**config.mk**
```make
export PLATFORM = sky130hd
export DESIGN_NAME = rx_port_csi_error_status
export DESIGN_NICKNAME = d
export VERILOG_FILES = /design/src/verilog/rpces_pkg.sv /design/src/verilog/rpces_err_if.sv /design/src/verilog/rpces_freq_detect.sv /design/src/verilog/rpces_err_track.sv /design/src/verilog/rx_port_csi_error_status.sv
export VERILOG_INCLUDE_DIRS = /design/src /design/src/verilog
export SDC_FILE = /design/constraint.sdc
export NUM_CORES = 1
export LEC_CHECK = 0
export ABC_AREA = 1
export BUFFER_PORTS_ARGS = -buffer_cell sky130_fd_sc_hd__buf_2
export CORE_ASPECT_RATIO = 1.5
export CORE_UTILIZATION = 60
export DETAILED_ROUTE_END_ITERATION = 12
export GPL_TIMING_DRIVEN = 0
export PLACE_DENSITY = 0.9
export SLEW_MARGIN = 20
export SYNTH_ARGS = -nofsm -noshare
export SYNTH_HDL_FRONTEND = slang
export SYNTH_SLANG_ARGS = --single-unit
```
**constraint.sdc**
```tcl
create_clock -name clock -period 4.11 [get_ports clock]
set_input_delay 0.6165 -clock clock [delete_from_list [all_inputs] [get_ports clock]]
set_output_delay 0.6165 -clock clock [all_outputs]
set_load 0.05 [all_outputs]
```
**src/verilog/rpces_defines.svh**
```systemverilog
// Register map, field layout, reset values and timing constants of the receive port error block
`ifndef RPCES_DEFINES_SVH
`define RPCES_DEFINES_SVH
// Register addresses
`define RPCES_ADDR_PORT_SEL 8'h4C
`define RPCES_ADDR_CLK_DET 8'h77
`define RPCES_ADDR_MSG_A 8'h78
`define RPCES_ADDR_MSG_B 8'h79
`define RPCES_ADDR_ERR_FLAGS 8'h7A
`define RPCES_ADDR_ERR_TALLY 8'h7B
// Reset values
`define RPCES_RST_PORT_SEL 8'h00
`define RPCES_RST_CLK_DET 8'hC5
`define RPCES_RST_MSG_A 8'h00
`define RPCES_RST_MSG_B 8'h01
`define RPCES_RST_ERR_FLAGS 4'h0
`define RPCES_RST_ERR_TALLY 8'h00
`define RPCES_RD_UNMAPPED 8'h00
`define RPCES_RSVD_ZERO 4'h0
// Field positions in clock_detect_control
`define RPCES_HYST_MSB 7
`define RPCES_HYST_LSB 6
`define RPCES_STAB_MSB 5
`define RPCES_STAB_LSB 4
`define RPCES_LOW_MSB 3
`define RPCES_LOW_LSB 0
// Bit positions in packet_error_flags
`define RPCES_FLAG_LEN 3
`define RPCES_FLAG_CKSUM 2
`define RPCES_FLAG_MULTI 1
`define RPCES_FLAG_SINGLE 0
// Stability times and clock rate
`define RPCES_CLK_MHZ 50
`define RPCES_US_PER_MS 1000
`define RPCES_STAB0_US 40
`define RPCES_STAB1_US 80
`define RPCES_STAB2_US 320
`define RPCES_STAB3_MS 1.28
`endif

```
**src/verilog/rpces_pkg.sv**
```systemverilog
// Shared types of the receive port error block
`default_nettype none
package rpces_pkg;
    typedef logic [7:0] rpces_byte_t;
    typedef logic [3:0] rpces_flags_t;
endpackage
`default_nettype wire

```
**src/verilog/rpces_err_if.sv**
```systemverilog
// Carrier between the register bank and the error tracker
`default_nettype none
interface rpces_err_if #(parameter int NUM_PORTS = 2);
    rpces_pkg::rpces_flags_t [NUM_PORTS-1:0] errEvent;
    logic [NUM_PORTS-1:0] pktEnd;
    logic [NUM_PORTS-1:0] clrFlags;
    logic [NUM_PORTS-1:0] clrTally;
    rpces_pkg::rpces_flags_t [NUM_PORTS-1:0] flags;
    rpces_pkg::rpces_byte_t [NUM_PORTS-1:0] tally;
    logic [NUM_PORTS-1:0] fixHeader;
    modport track (input errEvent, pktEnd, clrFlags, clrTally, output flags, tally, fixHeader);
    modport bank (output errEvent, pktEnd, clrFlags, clrTally, input flags, tally, fixHeader);
endinterface
`default_nettype wire

```
**src/verilog/rpces_freq_detect.sv**
```systemverilog
// Per-port clock frequency hysteresis capture, stability timer and low limit check
`include "rpces_defines.svh"
`default_nettype none
module rpces_freq_detect #(
    parameter int CNT_W = 17,
    parameter int STAB_CYC0 = 2000,
    parameter int STAB_CYC1 = 4000,
    parameter int STAB_CYC2 = 16000,
    parameter int STAB_CYC3 = 64000
) (
    input wire logic clock,
    input wire logic rst_n,
    input wire rpces_pkg::rpces_byte_t measured,
    input wire logic measValid,
    input wire logic [1:0] hyst,
    input wire logic [1:0] stabSel,
    input wire logic [3:0] lowLimit,
    output logic stable,
    output logic tooLow
);
    rpces_pkg::rpces_byte_t heldFreq_reg;
    rpces_pkg::rpces_byte_t diff;
    logic [CNT_W-1:0] timer_reg;
    logic [CNT_W-1:0] target;
    logic capture;

    // Distance from the held value and target time for the chosen window
    always_comb begin
        diff = (measured >= heldFreq_reg) ? measured - heldFreq_reg : heldFreq_reg - measured;
        capture = measValid && (diff > {6'h00, hyst});
        unique case (stabSel)
            2'b00: target = CNT_W'(STAB_CYC0);
            2'b01: target = CNT_W'(STAB_CYC1);
            2'b10: target = CNT_W'(STAB_CYC2);
            2'b11: target = CNT_W'(STAB_CYC3);
        endcase
    end

    // Held measurement changes only beyond the hysteresis band
    always_ff @(posedge clock) begin
        if (!rst_n) begin
            heldFreq_reg <= 8'h00;
        end else if (capture) begin
            heldFreq_reg <= measured;
        end
    end

    // Stability timer restarts on every captured change
    always_ff @(posedge clock) begin
        if (!rst_n) begin
            timer_reg <= '0;
            stable <= 1'b0;
        end else if (capture) begin
            timer_reg <= '0;
            stable <= 1'b0;
        end else if (timer_reg >= target) begin
            stable <= 1'b1;
        end else begin
            timer_reg <= timer_reg + 1'b1;
        end
    end

    // Too-low judgement against the limit in MHz
    always_ff @(posedge clock) begin
        if (!rst_n) begin
            tooLow <= 1'b0;
        end else begin
            tooLow <= heldFreq_reg < {4'h0, lowLimit};
        end
    end
endmodule
`default_nettype wire

```
**src/verilog/rpces_err_track.sv**
```systemverilog
// Per-port sticky packet error flags, saturating error tally and header fix strobe
`include "rpces_defines.svh"
`default_nettype none
module rpces_err_track #(
    parameter int NUM_PORTS = 2
) (
    input wire logic clock,
    input wire logic rst_n,
    rpces_err_if.track errBus
);
    genvar p;
    generate
        for (p = 0; p < NUM_PORTS; p++) begin : gPort
            logic pending_reg;
            logic bad;
            logic inc;
            assign bad = |errBus.errEvent[p];
            assign inc = errBus.pktEnd[p] && (pending_reg || bad);

            // Sticky flags; a new event wins over the clearing read
            always_ff @(posedge clock) begin
                if (!rst_n) begin
                    errBus.flags[p] <= `RPCES_RST_ERR_FLAGS;
                end else begin
                    errBus.flags[p] <= (errBus.clrFlags[p] ? `RPCES_RST_ERR_FLAGS : errBus.flags[p])
                        | errBus.errEvent[p];
                end
            end

            // Remembers an error seen anywhere in the current packet
            always_ff @(posedge clock) begin
                if (!rst_n) begin
                    pending_reg <= 1'b0;
                end else if (errBus.pktEnd[p]) begin
                    pending_reg <= 1'b0;
                end else if (bad) begin
                    pending_reg <= 1'b1;
                end
            end

            // Errored packet count, cleared by read, saturating
            always_ff @(posedge clock) begin
                if (!rst_n) begin
                    errBus.tally[p] <= `RPCES_RST_ERR_TALLY;
                end else if (errBus.clrTally[p]) begin
                    errBus.tally[p] <= {7'h00, inc};
                end else if (inc && (errBus.tally[p] != 8'hFF)) begin
                    errBus.tally[p] <= errBus.tally[p] + 8'h01;
                end
            end

            // Single-bit header errors are fixed; multi-bit ones are left alone
            always_ff @(posedge clock) begin
                if (!rst_n) begin
                    errBus.fixHeader[p] <= 1'b0;
                end else begin
                    errBus.fixHeader[p] <= errBus.errEvent[p][`RPCES_FLAG_SINGLE]
                        && !errBus.errEvent[p][`RPCES_FLAG_MULTI];
                end
            end
        end
    endgenerate
endmodule
`default_nettype wire

```
**src/verilog/rx_port_csi_error_status.sv**
```systemverilog
// Port-selected register bank for clock detect settings, scratch messages and CSI error status
`include "rpces_defines.svh"
`default_nettype none
// Notes on behaviour
// - every register but the port select at 0x4C exists per port; the port select picks the copy.
// - clock counts stable after staying in band 40/80/320/1280 us, select resets 0.
// - four-bit low frequency limit in MHz, reset 5; below it counts as too low.
// - two eight-bit scratch registers without function, reset 0x00 and 0x01.
// - bit 3 sets when header length disagrees with received payload length.
// - bit 2 sets on a payload checksum mismatch.
// - bit 1 sets on a multi-bit header ECC error, never corrected.
// - bit 0 sets on a single-bit header ECC error, which is corrected.
// - error flags are sticky, cleared by reading; bits 7:4 read zero.
// - eight-bit count of errored packets since last read, reset zero, read clears.
// - new frequency captured only when it moves beyond hysteresis; hysteresis resets 3.
module rx_port_csi_error_status #(
    parameter int NUM_PORTS = 2,
    parameter int CNT_W = 17,
    parameter int STAB_CYC2 = `RPCES_STAB2_US * `RPCES_CLK_MHZ,
    parameter int STAB_CYC3 = int'(`RPCES_STAB3_MS * `RPCES_US_PER_MS * `RPCES_CLK_MHZ)
) (
    input wire logic clock,
    input wire logic rst_n,
    input wire logic [7:0] regAddr,
    input wire logic regWrEn,
    input wire logic regRdEn,
    input wire logic [7:0] regWrData,
    output logic [7:0] regRdData,
    output logic regRdValid,
    input wire logic [NUM_PORTS*8-1:0] freqMeas,
    input wire logic [NUM_PORTS-1:0] freqMeasValid,
    input wire logic [NUM_PORTS-1:0] errLength,
    input wire logic [NUM_PORTS-1:0] errChecksum,
    input wire logic [NUM_PORTS-1:0] errEccMulti,
    input wire logic [NUM_PORTS-1:0] errEccSingle,
    input wire logic [NUM_PORTS-1:0] pktEnd,
    output logic [NUM_PORTS-1:0] freqStable,
    output logic [NUM_PORTS-1:0] freqTooLow,
    output logic [NUM_PORTS-1:0] headerCorrect
);
    localparam int PORT_W = (NUM_PORTS > 1) ? $clog2(NUM_PORTS) : 1;
    localparam int STAB_CYC0 = `RPCES_STAB0_US * `RPCES_CLK_MHZ;
    localparam int STAB_CYC1 = `RPCES_STAB1_US * `RPCES_CLK_MHZ;

    rpces_pkg::rpces_byte_t portSel_reg;
    rpces_pkg::rpces_byte_t clkDetCtl_reg [NUM_PORTS];
    rpces_pkg::rpces_byte_t msgA_reg [NUM_PORTS];
    rpces_pkg::rpces_byte_t msgB_reg [NUM_PORTS];
    rpces_pkg::rpces_byte_t rdData_next;
    logic [PORT_W-1:0] selPort;
    logic selOk;
    logic wrPortSel;
    logic wrClkDet;
    logic wrMsgA;
    logic wrMsgB;
    logic rdFlags;
    logic rdTally;

    rpces_err_if #(.NUM_PORTS(NUM_PORTS)) errBus ();

    // Port index taken from the low bits of the port select register
    always_comb begin
        selPort = portSel_reg[PORT_W-1:0];
        selOk = (32'(selPort) < NUM_PORTS);
    end

    // Write and read decode of the selected port's copy
    always_comb begin
        wrPortSel = regWrEn && (regAddr == `RPCES_ADDR_PORT_SEL);
        wrClkDet = regWrEn && selOk && (regAddr == `RPCES_ADDR_CLK_DET);
        wrMsgA = regWrEn && selOk && (regAddr == `RPCES_ADDR_MSG_A);
        wrMsgB = regWrEn && selOk && (regAddr == `RPCES_ADDR_MSG_B);
        rdFlags = regRdEn && selOk && (regAddr == `RPCES_ADDR_ERR_FLAGS);
        rdTally = regRdEn && selOk && (regAddr == `RPCES_ADDR_ERR_TALLY);
    end

    // Port select register, shared by all ports
    always_ff @(posedge clock) begin
        if (!rst_n) begin
            portSel_reg <= `RPCES_RST_PORT_SEL;
        end else if (wrPortSel) begin
            portSel_reg <= regWrData;
        end
    end

    genvar p;
    generate
        for (p = 0; p < NUM_PORTS; p++) begin : gPort
            logic hit;
            assign hit = (32'(selPort) == p);

            // Clock detect control copy of this port
            always_ff @(posedge clock) begin
                if (!rst_n) begin
                    clkDetCtl_reg[p] <= `RPCES_RST_CLK_DET;
                end else if (wrClkDet && hit) begin
                    clkDetCtl_reg[p] <= regWrData;
                end
            end

            // Scratch message copies of this port
            always_ff @(posedge clock) begin
                if (!rst_n) begin
                    msgA_reg[p] <= `RPCES_RST_MSG_A;
                    msgB_reg[p] <= `RPCES_RST_MSG_B;
                end else begin
                    if (wrMsgA && hit) begin
                        msgA_reg[p] <= regWrData;
                    end
                    if (wrMsgB && hit) begin
                        msgB_reg[p] <= regWrData;
                    end
                end
            end

            // Error events of this port towards the tracker
            assign errBus.errEvent[p][`RPCES_FLAG_LEN] = errLength[p];
            assign errBus.errEvent[p][`RPCES_FLAG_CKSUM] = errChecksum[p];
            assign errBus.errEvent[p][`RPCES_FLAG_MULTI] = errEccMulti[p];
            assign errBus.errEvent[p][`RPCES_FLAG_SINGLE] = errEccSingle[p];
            assign errBus.pktEnd[p] = pktEnd[p];
            assign errBus.clrFlags[p] = rdFlags && hit;
            assign errBus.clrTally[p] = rdTally && hit;
            assign headerCorrect[p] = errBus.fixHeader[p];

            // Frequency detector of this port
            rpces_freq_detect #(
                .CNT_W(CNT_W),
                .STAB_CYC0(STAB_CYC0),
                .STAB_CYC1(STAB_CYC1),
                .STAB_CYC2(STAB_CYC2),
                .STAB_CYC3(STAB_CYC3)
            ) uFreq (
                .clock(clock),
                .rst_n(rst_n),
                .measured(freqMeas[p*8 +: 8]),
                .measValid(freqMeasValid[p]),
                .hyst(clkDetCtl_reg[p][`RPCES_HYST_MSB:`RPCES_HYST_LSB]),
                .stabSel(clkDetCtl_reg[p][`RPCES_STAB_MSB:`RPCES_STAB_LSB]),
                .lowLimit(clkDetCtl_reg[p][`RPCES_LOW_MSB:`RPCES_LOW_LSB]),
                .stable(freqStable[p]),
                .tooLow(freqTooLow[p])
            );
        end
    endgenerate

    // Error flag and tally storage
    rpces_err_track #(.NUM_PORTS(NUM_PORTS)) uErr (
        .clock(clock),
        .rst_n(rst_n),
        .errBus(errBus)
    );

    // Read data of the selected port; unmapped reads give zero
    always_comb begin
        rdData_next = `RPCES_RD_UNMAPPED;
        if (regAddr == `RPCES_ADDR_PORT_SEL) begin
            rdData_next = portSel_reg;
        end else if (selOk) begin
            unique case (regAddr)
                `RPCES_ADDR_CLK_DET: rdData_next = clkDetCtl_reg[selPort];
                `RPCES_ADDR_MSG_A: rdData_next = msgA_reg[selPort];
                `RPCES_ADDR_MSG_B: rdData_next = msgB_reg[selPort];
                `RPCES_ADDR_ERR_FLAGS: rdData_next = {`RPCES_RSVD_ZERO, errBus.flags[selPort]};
                `RPCES_ADDR_ERR_TALLY: rdData_next = errBus.tally[selPort];
                default: rdData_next = `RPCES_RD_UNMAPPED;
            endcase
        end
    end

    // Registered read answer, one cycle after the read strobe
    always_ff @(posedge clock) begin
        if (!rst_n) begin
            regRdData <= `RPCES_RD_UNMAPPED;
            regRdValid <= 1'b0;
        end else begin
            regRdValid <= regRdEn;
            if (regRdEn) begin
                regRdData <= rdData_next;
            end
        end
    end
endmodule
`default_nettype wire

```
==> results.yml, run 1 <==
outcome:
  status: "completed"
pwr:
  power_density_nw_per_um2: 339
  peakVddDrop_mv: 0.255
  power.leakage_nw: 5.00
place:
  dp.cells: 1626
  io_buffers: 59
  dp_hpwl_um: 17800
  place_area_sq_um: 10200
  routabilityCongestion: 0.972
global_routing:
  grt_pass1_vias: 8709
  grt_pass1_wl_um: 39300
  overflow: 0
  antenna_found_initial: 0
  grt_max_degree: 17
  grt_usage: 0.296
timing:
  whs_ns: 0.352
  rsz0062_at_grt: "false"
  finalHoldViolations: 0
  fin_crit_sh: 0.785
  tightestPinTransition_ns: 0.700
  clock-skew-final_ns: 0.00792
  setup_viol: 0
  drv_slew: 0
  fmax_mhz: 310
  tns_ns: 0
  min_period_ns: 3.23
  relSlewSlack: 0.533
critical_path:
  reg2reg_from: "gPort[1].uFreq.heldFreq_reg[0]"
  r2r_slack_ns: 0.89
  endpoint_kind: "flop"
  arrival_ns: 3.61
  path_class: "in -> reg"
  worstReg2RegEnd: "gPort[1].uFreq.timer_reg[13]"
  worst-r2r-cell-count: 17
  path_max_fanout: 10
  cp-start-kind: "input port"
  required_ns: 4.49
drt:
  drc: 0
  antenna_left: 0
  drt-total-wl_um: 24000
  drt-vias-per-instance: 5.51
  wl_per_cell_um: 14.5
  dr.pass1.iters: 7
  drt_iter0_drc: 901
  via_count: 9138
floorplan:
  io-pin-count: 63
  core_area_sq_um: 15700
  die_area_sq_um: 16700
  fp-row-count: 56
  die_w_um: 106
  start_util: 0.618
  die_y_um: 158
clock_tree:
  clock_latency_ns: 0.43
  cts_tree: "yes"
  clock_sinks: 148
  cts_resized: 0
  cts_buffer_depth: 2
  root_buffer: "clkbuf_16"
  htreeDepth: 4
  postCtsHoldBufs: 0
  postCtsSetupRepairBufs: 0
  numCtsBuffers: 17
  clk_pin_slew_ns: 0.06
synth:
  synth_top_area_share: 0.207
  ys_ff_latch: 148
  synth_area_sq_um: 9690
  mappedNetlistNets: 1484
  synth_edf_count: 48
  ys_top_cells_by_area: "dfxtp_1 21%, edfxtp_1 15%, nand2_1 12%"
  yosys_warnings: 0
  ys.flop_type: "dfxtp_1"
  yosysSeqAreaShare: 0.355
  synthCells: 1364
  async_flop_share: 0
  synth_top_cell_by_area: "dfxtp_1"
  syn_avg_cell_area_sq_um: 7.11
  netlist-cell-type-count: 46
run:
  drv_cap: 0
final_layout:
  stdcell_count: 1658
  syn2layout_area_growth_pct: 11.5
  fillers: 1282
  multiInputGateArea_sq_um: 5220
  largest_reg_flops: 34
  final_nets: 1562
  utilization: 0.688
  final_cell_mix: "313 x nand2_1, 211 x inv_1, 173 x nor2_1"
  seqCellArea_sq_um: 3440
  antenna_cells: 0
  drive_gt1_frac: 0.103
  fin_area_sq_um: 10800
  final_common_cell: "nand2_1"
min_path:
  min_from: "errEccMulti[1]"
  hold_class: "in -> reg"
  min_to: "uErr.errBus.fixHeader[1]"
  hold_depth: 2
==> layout make-up <==
class,count,share of cell area
plain buffers,40,0.0211
clock buffers,19,0.0410
clock inverters,13,0.0112
inverters,213,0.0740
multi-input cells,963,0.483
flip-flops and latches,148,0.319
well taps,203,0.0235
repair buffers,59,0.0273
==> where the power goes <==
part           internal (mW)  total (mW)  switching [mW]
clock network          0.859        1.52           0.657
registers               1.55        1.59          0.0345
logic                  0.197       0.558           0.361
==> worst max-delay path by stage <==
stage	startpoint	end	slack, ns
finish	freqMeas[8]	gPort[1].uFreq.timer_reg[13]	0.88
global route	freqMeas[8]	gPort[1].uFreq.heldFreq_reg[2]	0.69
CTS	freqMeas[8]	gPort[1].uFreq.timer_reg[13]	0.91
detailed placement	freqMeas[8]	gPort[1].uFreq.timer_reg[8]	0.46
global placement	freqMeas[8]	gPort[1].uFreq.timer_reg[13]	0.52
floorplan	freqMeas[8]	gPort[1].uFreq.timer_reg[13]	1.00
==> worst max-delay path, stage by stage <==
cell and delay [ns]:
buf_2 0.11, inv_1 0.08, ha_1 0.18, inv_1 0.08
fa_1 0.41, nand2_1 0.08, nand2_1 0.14, nand3_1 0.12
nand3_1 0.13, mux2_2 0.32, ha_1 0.29, inv_1 0.06
nor2_1 0.03, o21ai_0 0.33, nand2_4 0.16, nand2_4 0.09
nand2_4 0.09, buf_12 0.19, nor2_4 0.07
==> per-layer routing <==
layer / track usage / vias to the layer above / part of all wire
met5: 0 / - / 0
met4: 0.171 / 0 / 0.048
met3: 0.0449 / 102 / 0.069
met2: 0.540 / 425 / 0.51
met1: 0.324 / 4086 / 0.37
li1: - / 4525 / -
==> synthesized netlist by cell type (5+ instances only) <==
| master | count |
|---|---|
| a211oi_1 | 5 |
| a21oi_1 | 84 |
| buf_2 | 10 |
| buf_4 | 7 |
| clkbuf_1 | 17 |
| dfxtp_1 | 100 |
| edfxtp_1 | 48 |
| ha_1 | 68 |
| inv_1 | 211 |
| mux2i_1 | 6 |
| nand2_1 | 313 |
| nand2_2 | 5 |
| nand3_1 | 85 |
| nand4_1 | 21 |
| nor2_1 | 173 |
| nor2_4 | 11 |
| nor3_1 | 30 |
| nor4_1 | 8 |
| o211ai_1 | 5 |
| o21a_1 | 5 |
| o21ai_0 | 62 |
| or2_2 | 6 |
| xnor2_1 | 17 |
| xor2_1 | 19 |
==> per-stage QoR <==
| stage | power, mW | setup WS [ns] |
|---|---|---|
| after floorplan | 2.02 | 1.00 |
| after CTS | 3.66 | 0.907 |
| after global routing | 3.80 | 0.691 |
| after detailed placement | 2.17 | 0.465 |
| after global placement | 2.15 | 0.519 |
| final | 3.66 | 0.882 |
==> logic make-up (layout without fill, tap and decap cells) <==
family                   Yosys count  count (layout)  share of synthesized area
buffers and inverters            253             344                      0.106
multiplexers                       8               8                    0.00852
XOR/XNOR                          36              36                     0.0325
AND/OR/NAND/NOR                  670             670                      0.303
adder cells (fa/ha/maj)           72              72                     0.0961
flip-flops                       148             148                      0.355
AO/OA/AOI/OAI                    177             177                     0.0988
Power figures use the tool's default switching activity.
==> inputs of run 2 (changes only) <==
CORE_UTILIZATION = 56   (was 60)
PLACE_DENSITY = 0.88   (was 0.9)
clock period = 2.6 ns   (was 4.11 ns; I/O delays follow)
==> run 2 against run 1 <==
The flow now finishes with violations (setup timing). Power up 67%. Global-route usage up 0.98 points. Critical path depth down 4. Flip-flop and latch count unchanged. Critical path type is now reg -> reg.
==> results.yml, run 2 (synthesized netlist as in run 1, its figures left out) <==
critical_path:
  cp_top_family: "adder cells"
  cpPeakStageDelay_ns: 0.45
  arrival_ns: 3.07
  critPathBufInv: 5
  cp-start-kind: "flop"
  required_ns: 2.96
  path_class: "reg -> reg"
  crit_slowest_cell: "fa_1"
  path_max_fanout: 7
  endpoint_kind: "flop"
  crit_chain: "buf_4, inv_1, ha_1, inv_2, fa_1, mux2_4, ha_4, inv_4, nor2_4, o21ai_2, nand2_4, nand2_4, nand2_8, buf_8, nor2_1"
  crit_top_cell: "nand2_4"
floorplan:
  io-pin-count: 63
  die_y_um: 163
  core_area_sq_um: 16800
  start_util: 0.576
  die_w_um: 109
  fp-row-count: 58
  die_area_sq_um: 17800
final_layout:
  multiInputGateArea_sq_um: 5680
  final_nets: 1604
  syn2layout_area_growth_pct: 21.5
  drive_gt1_frac: 0.194
  antenna_cells: 0
  seqCellArea_sq_um: 3470
  final_common_cell: "nand2_1"
  largest_reg_flops: 34
  fillers: 1278
  final_cell_mix: "305 x nand2_1, 202 x inv_1, 145 x nor2_1"
global_routing:
  antenna_found_initial: 0
  grt_max_degree: 17
  grt_usage: 0.306
  grt_pass1_wl_um: 41900
  overflow: 0
  grt_pass1_vias: 9238
clock_tree:
  htreeDepth: 4
  cts_buffer_depth: 2
  cts_tree: "yes"
  clock_latency_ns: 0.44
  numCtsBuffers: 17
  clock_sinks: 148
  postCtsHoldBufs: 0
  clk_pin_slew_ns: 0.07
  root_buffer: "clkbuf_16"
pwr:
  power.leakage_nw: 5.28
  power_density_nw_per_um2: 520
  power.total_mw: 6.12
  peakVddDrop_mv: 0.551
drt:
  drt-total-wl_um: 28300
  drt_iter0_drc: 632
  via_count: 9777
  antenna_left: 0
  wl_per_cell_um: 16.6
  dr.pass1.iters: 6
  drc: 0
  drt-vias-per-instance: 5.73
place:
  dp_hpwl_um: 19300
  io_buffers: 59
  routabilityCongestion: 0.965
timing:
  setup_viol: 30
  relSlewSlack: 0.539
  whs_ns: 0.127
  clock-skew-final_ns: 0.00670
  rsz0062_at_grt: "true"
  tightestPinTransition_ns: 0.692
  finalHoldViolations: 0
  min_period_ns: 2.71
  drv_slew: 0
  fin_ws_ns: -0.108
  fmax_mhz: 369
  fin_crit_sh: 1.04
min_path:
  hold_class: "in -> reg"
run:
  drv_cap: 0
outcome:
  status: "complete, but fails checks"
  violations: "setup timing"
## run 2: area by class of cell
class / count / share of cell area
multi-input cells: 963 / 0.483
flip-flops and latches: 148 / 0.294
clock buffers: 18 / 0.0365
inverters: 213 / 0.0698
well taps: 210 / 0.0223
clock inverters: 14 / 0.0122
repair buffers: 103 / 0.0611
plain buffers: 38 / 0.0209
## run 2: repair_timing
item,4_1_cts,5_1_grt
hold endpoints to repair,0,0
pin swaps,24,27
setup endpoints to repair,52,50
gates resized for setup,53,84
gates cloned,2,2
buffers inserted,21,20
## run 2: power breakdown
group	internal, mW	total, mW	switching, mW
sequential	2.46	2.52	0.0604
clock	1.35	2.44	1.09
combinational	0.459	1.16	0.703
## run 2: path summary, 6_finish.rpt
| check | from | endpoint | slack [ns] | cells after the start |
|---|---|---|---|---|
| worst max-delay path | gPort[0].uFreq.heldFreq_reg[0] | gPort[0].uFreq.timer_reg[16] | -0.11 | 15 |
| worst max register to register | gPort[0].uFreq.heldFreq_reg[0] | gPort[0].uFreq.timer_reg[16] | -0.11 | 15 |
| worst min-delay path | errEccMulti[0] | uErr.errBus.fixHeader[0] | 0.13 | 2 |
| worst min register to register | uErr.errBus.flags[3] | uErr.errBus.flags[3] | 0.47 | 2 |
## run 2: routing by layer
| layer | share of wire | routed length (um) | vias to the layer above | track usage |
|---|---|---|---|---|
| met4 | 0.077 | 2190 | 0 | 0.232 |
| met1 | 0.35 | 9780 | 4477 | 0.295 |
| li1 | - | - | 4628 | - |
| met3 | 0.064 | 1810 | 181 | 0.0539 |
| met2 | 0.51 | 14500 | 491 | 0.562 |
| met5 | 0 | 0 | - | 0 |
## run 2: stage by stage
stage | TNS, ns | worst slack [ns] | instances | instance area [sq um] | utilization
final | -1.65 | -0.108 | 1707 | 11800 | 0.699
after global routing | -6.89 | -0.257 | 1707 | 11800 | 0.699
after CTS | -0.214 | -0.0282 | 1685 | 11300 | 0.670
after detailed placement | -20.35 | -0.507 | 1633 | 10300 | 0.614
after global placement | -18.62 | -0.479 | 1633 | 10300 | 0.614
after floorplan | -0.508 | -0.0522 | 1364 | 9790 | -
## run 2: worst register-to-register path: cells and delay by family, from the launching register on
family | cells | cell delay [ns]
adders and majority gates | 3 | 0.86
and+or+nand+nor | 5 | 0.48
buffers and inverters | 5 | 0.46
DFF | 1 | 0.35
muxes | 1 | 0.33
AOI/OAI and AO/OA | 1 | 0.15
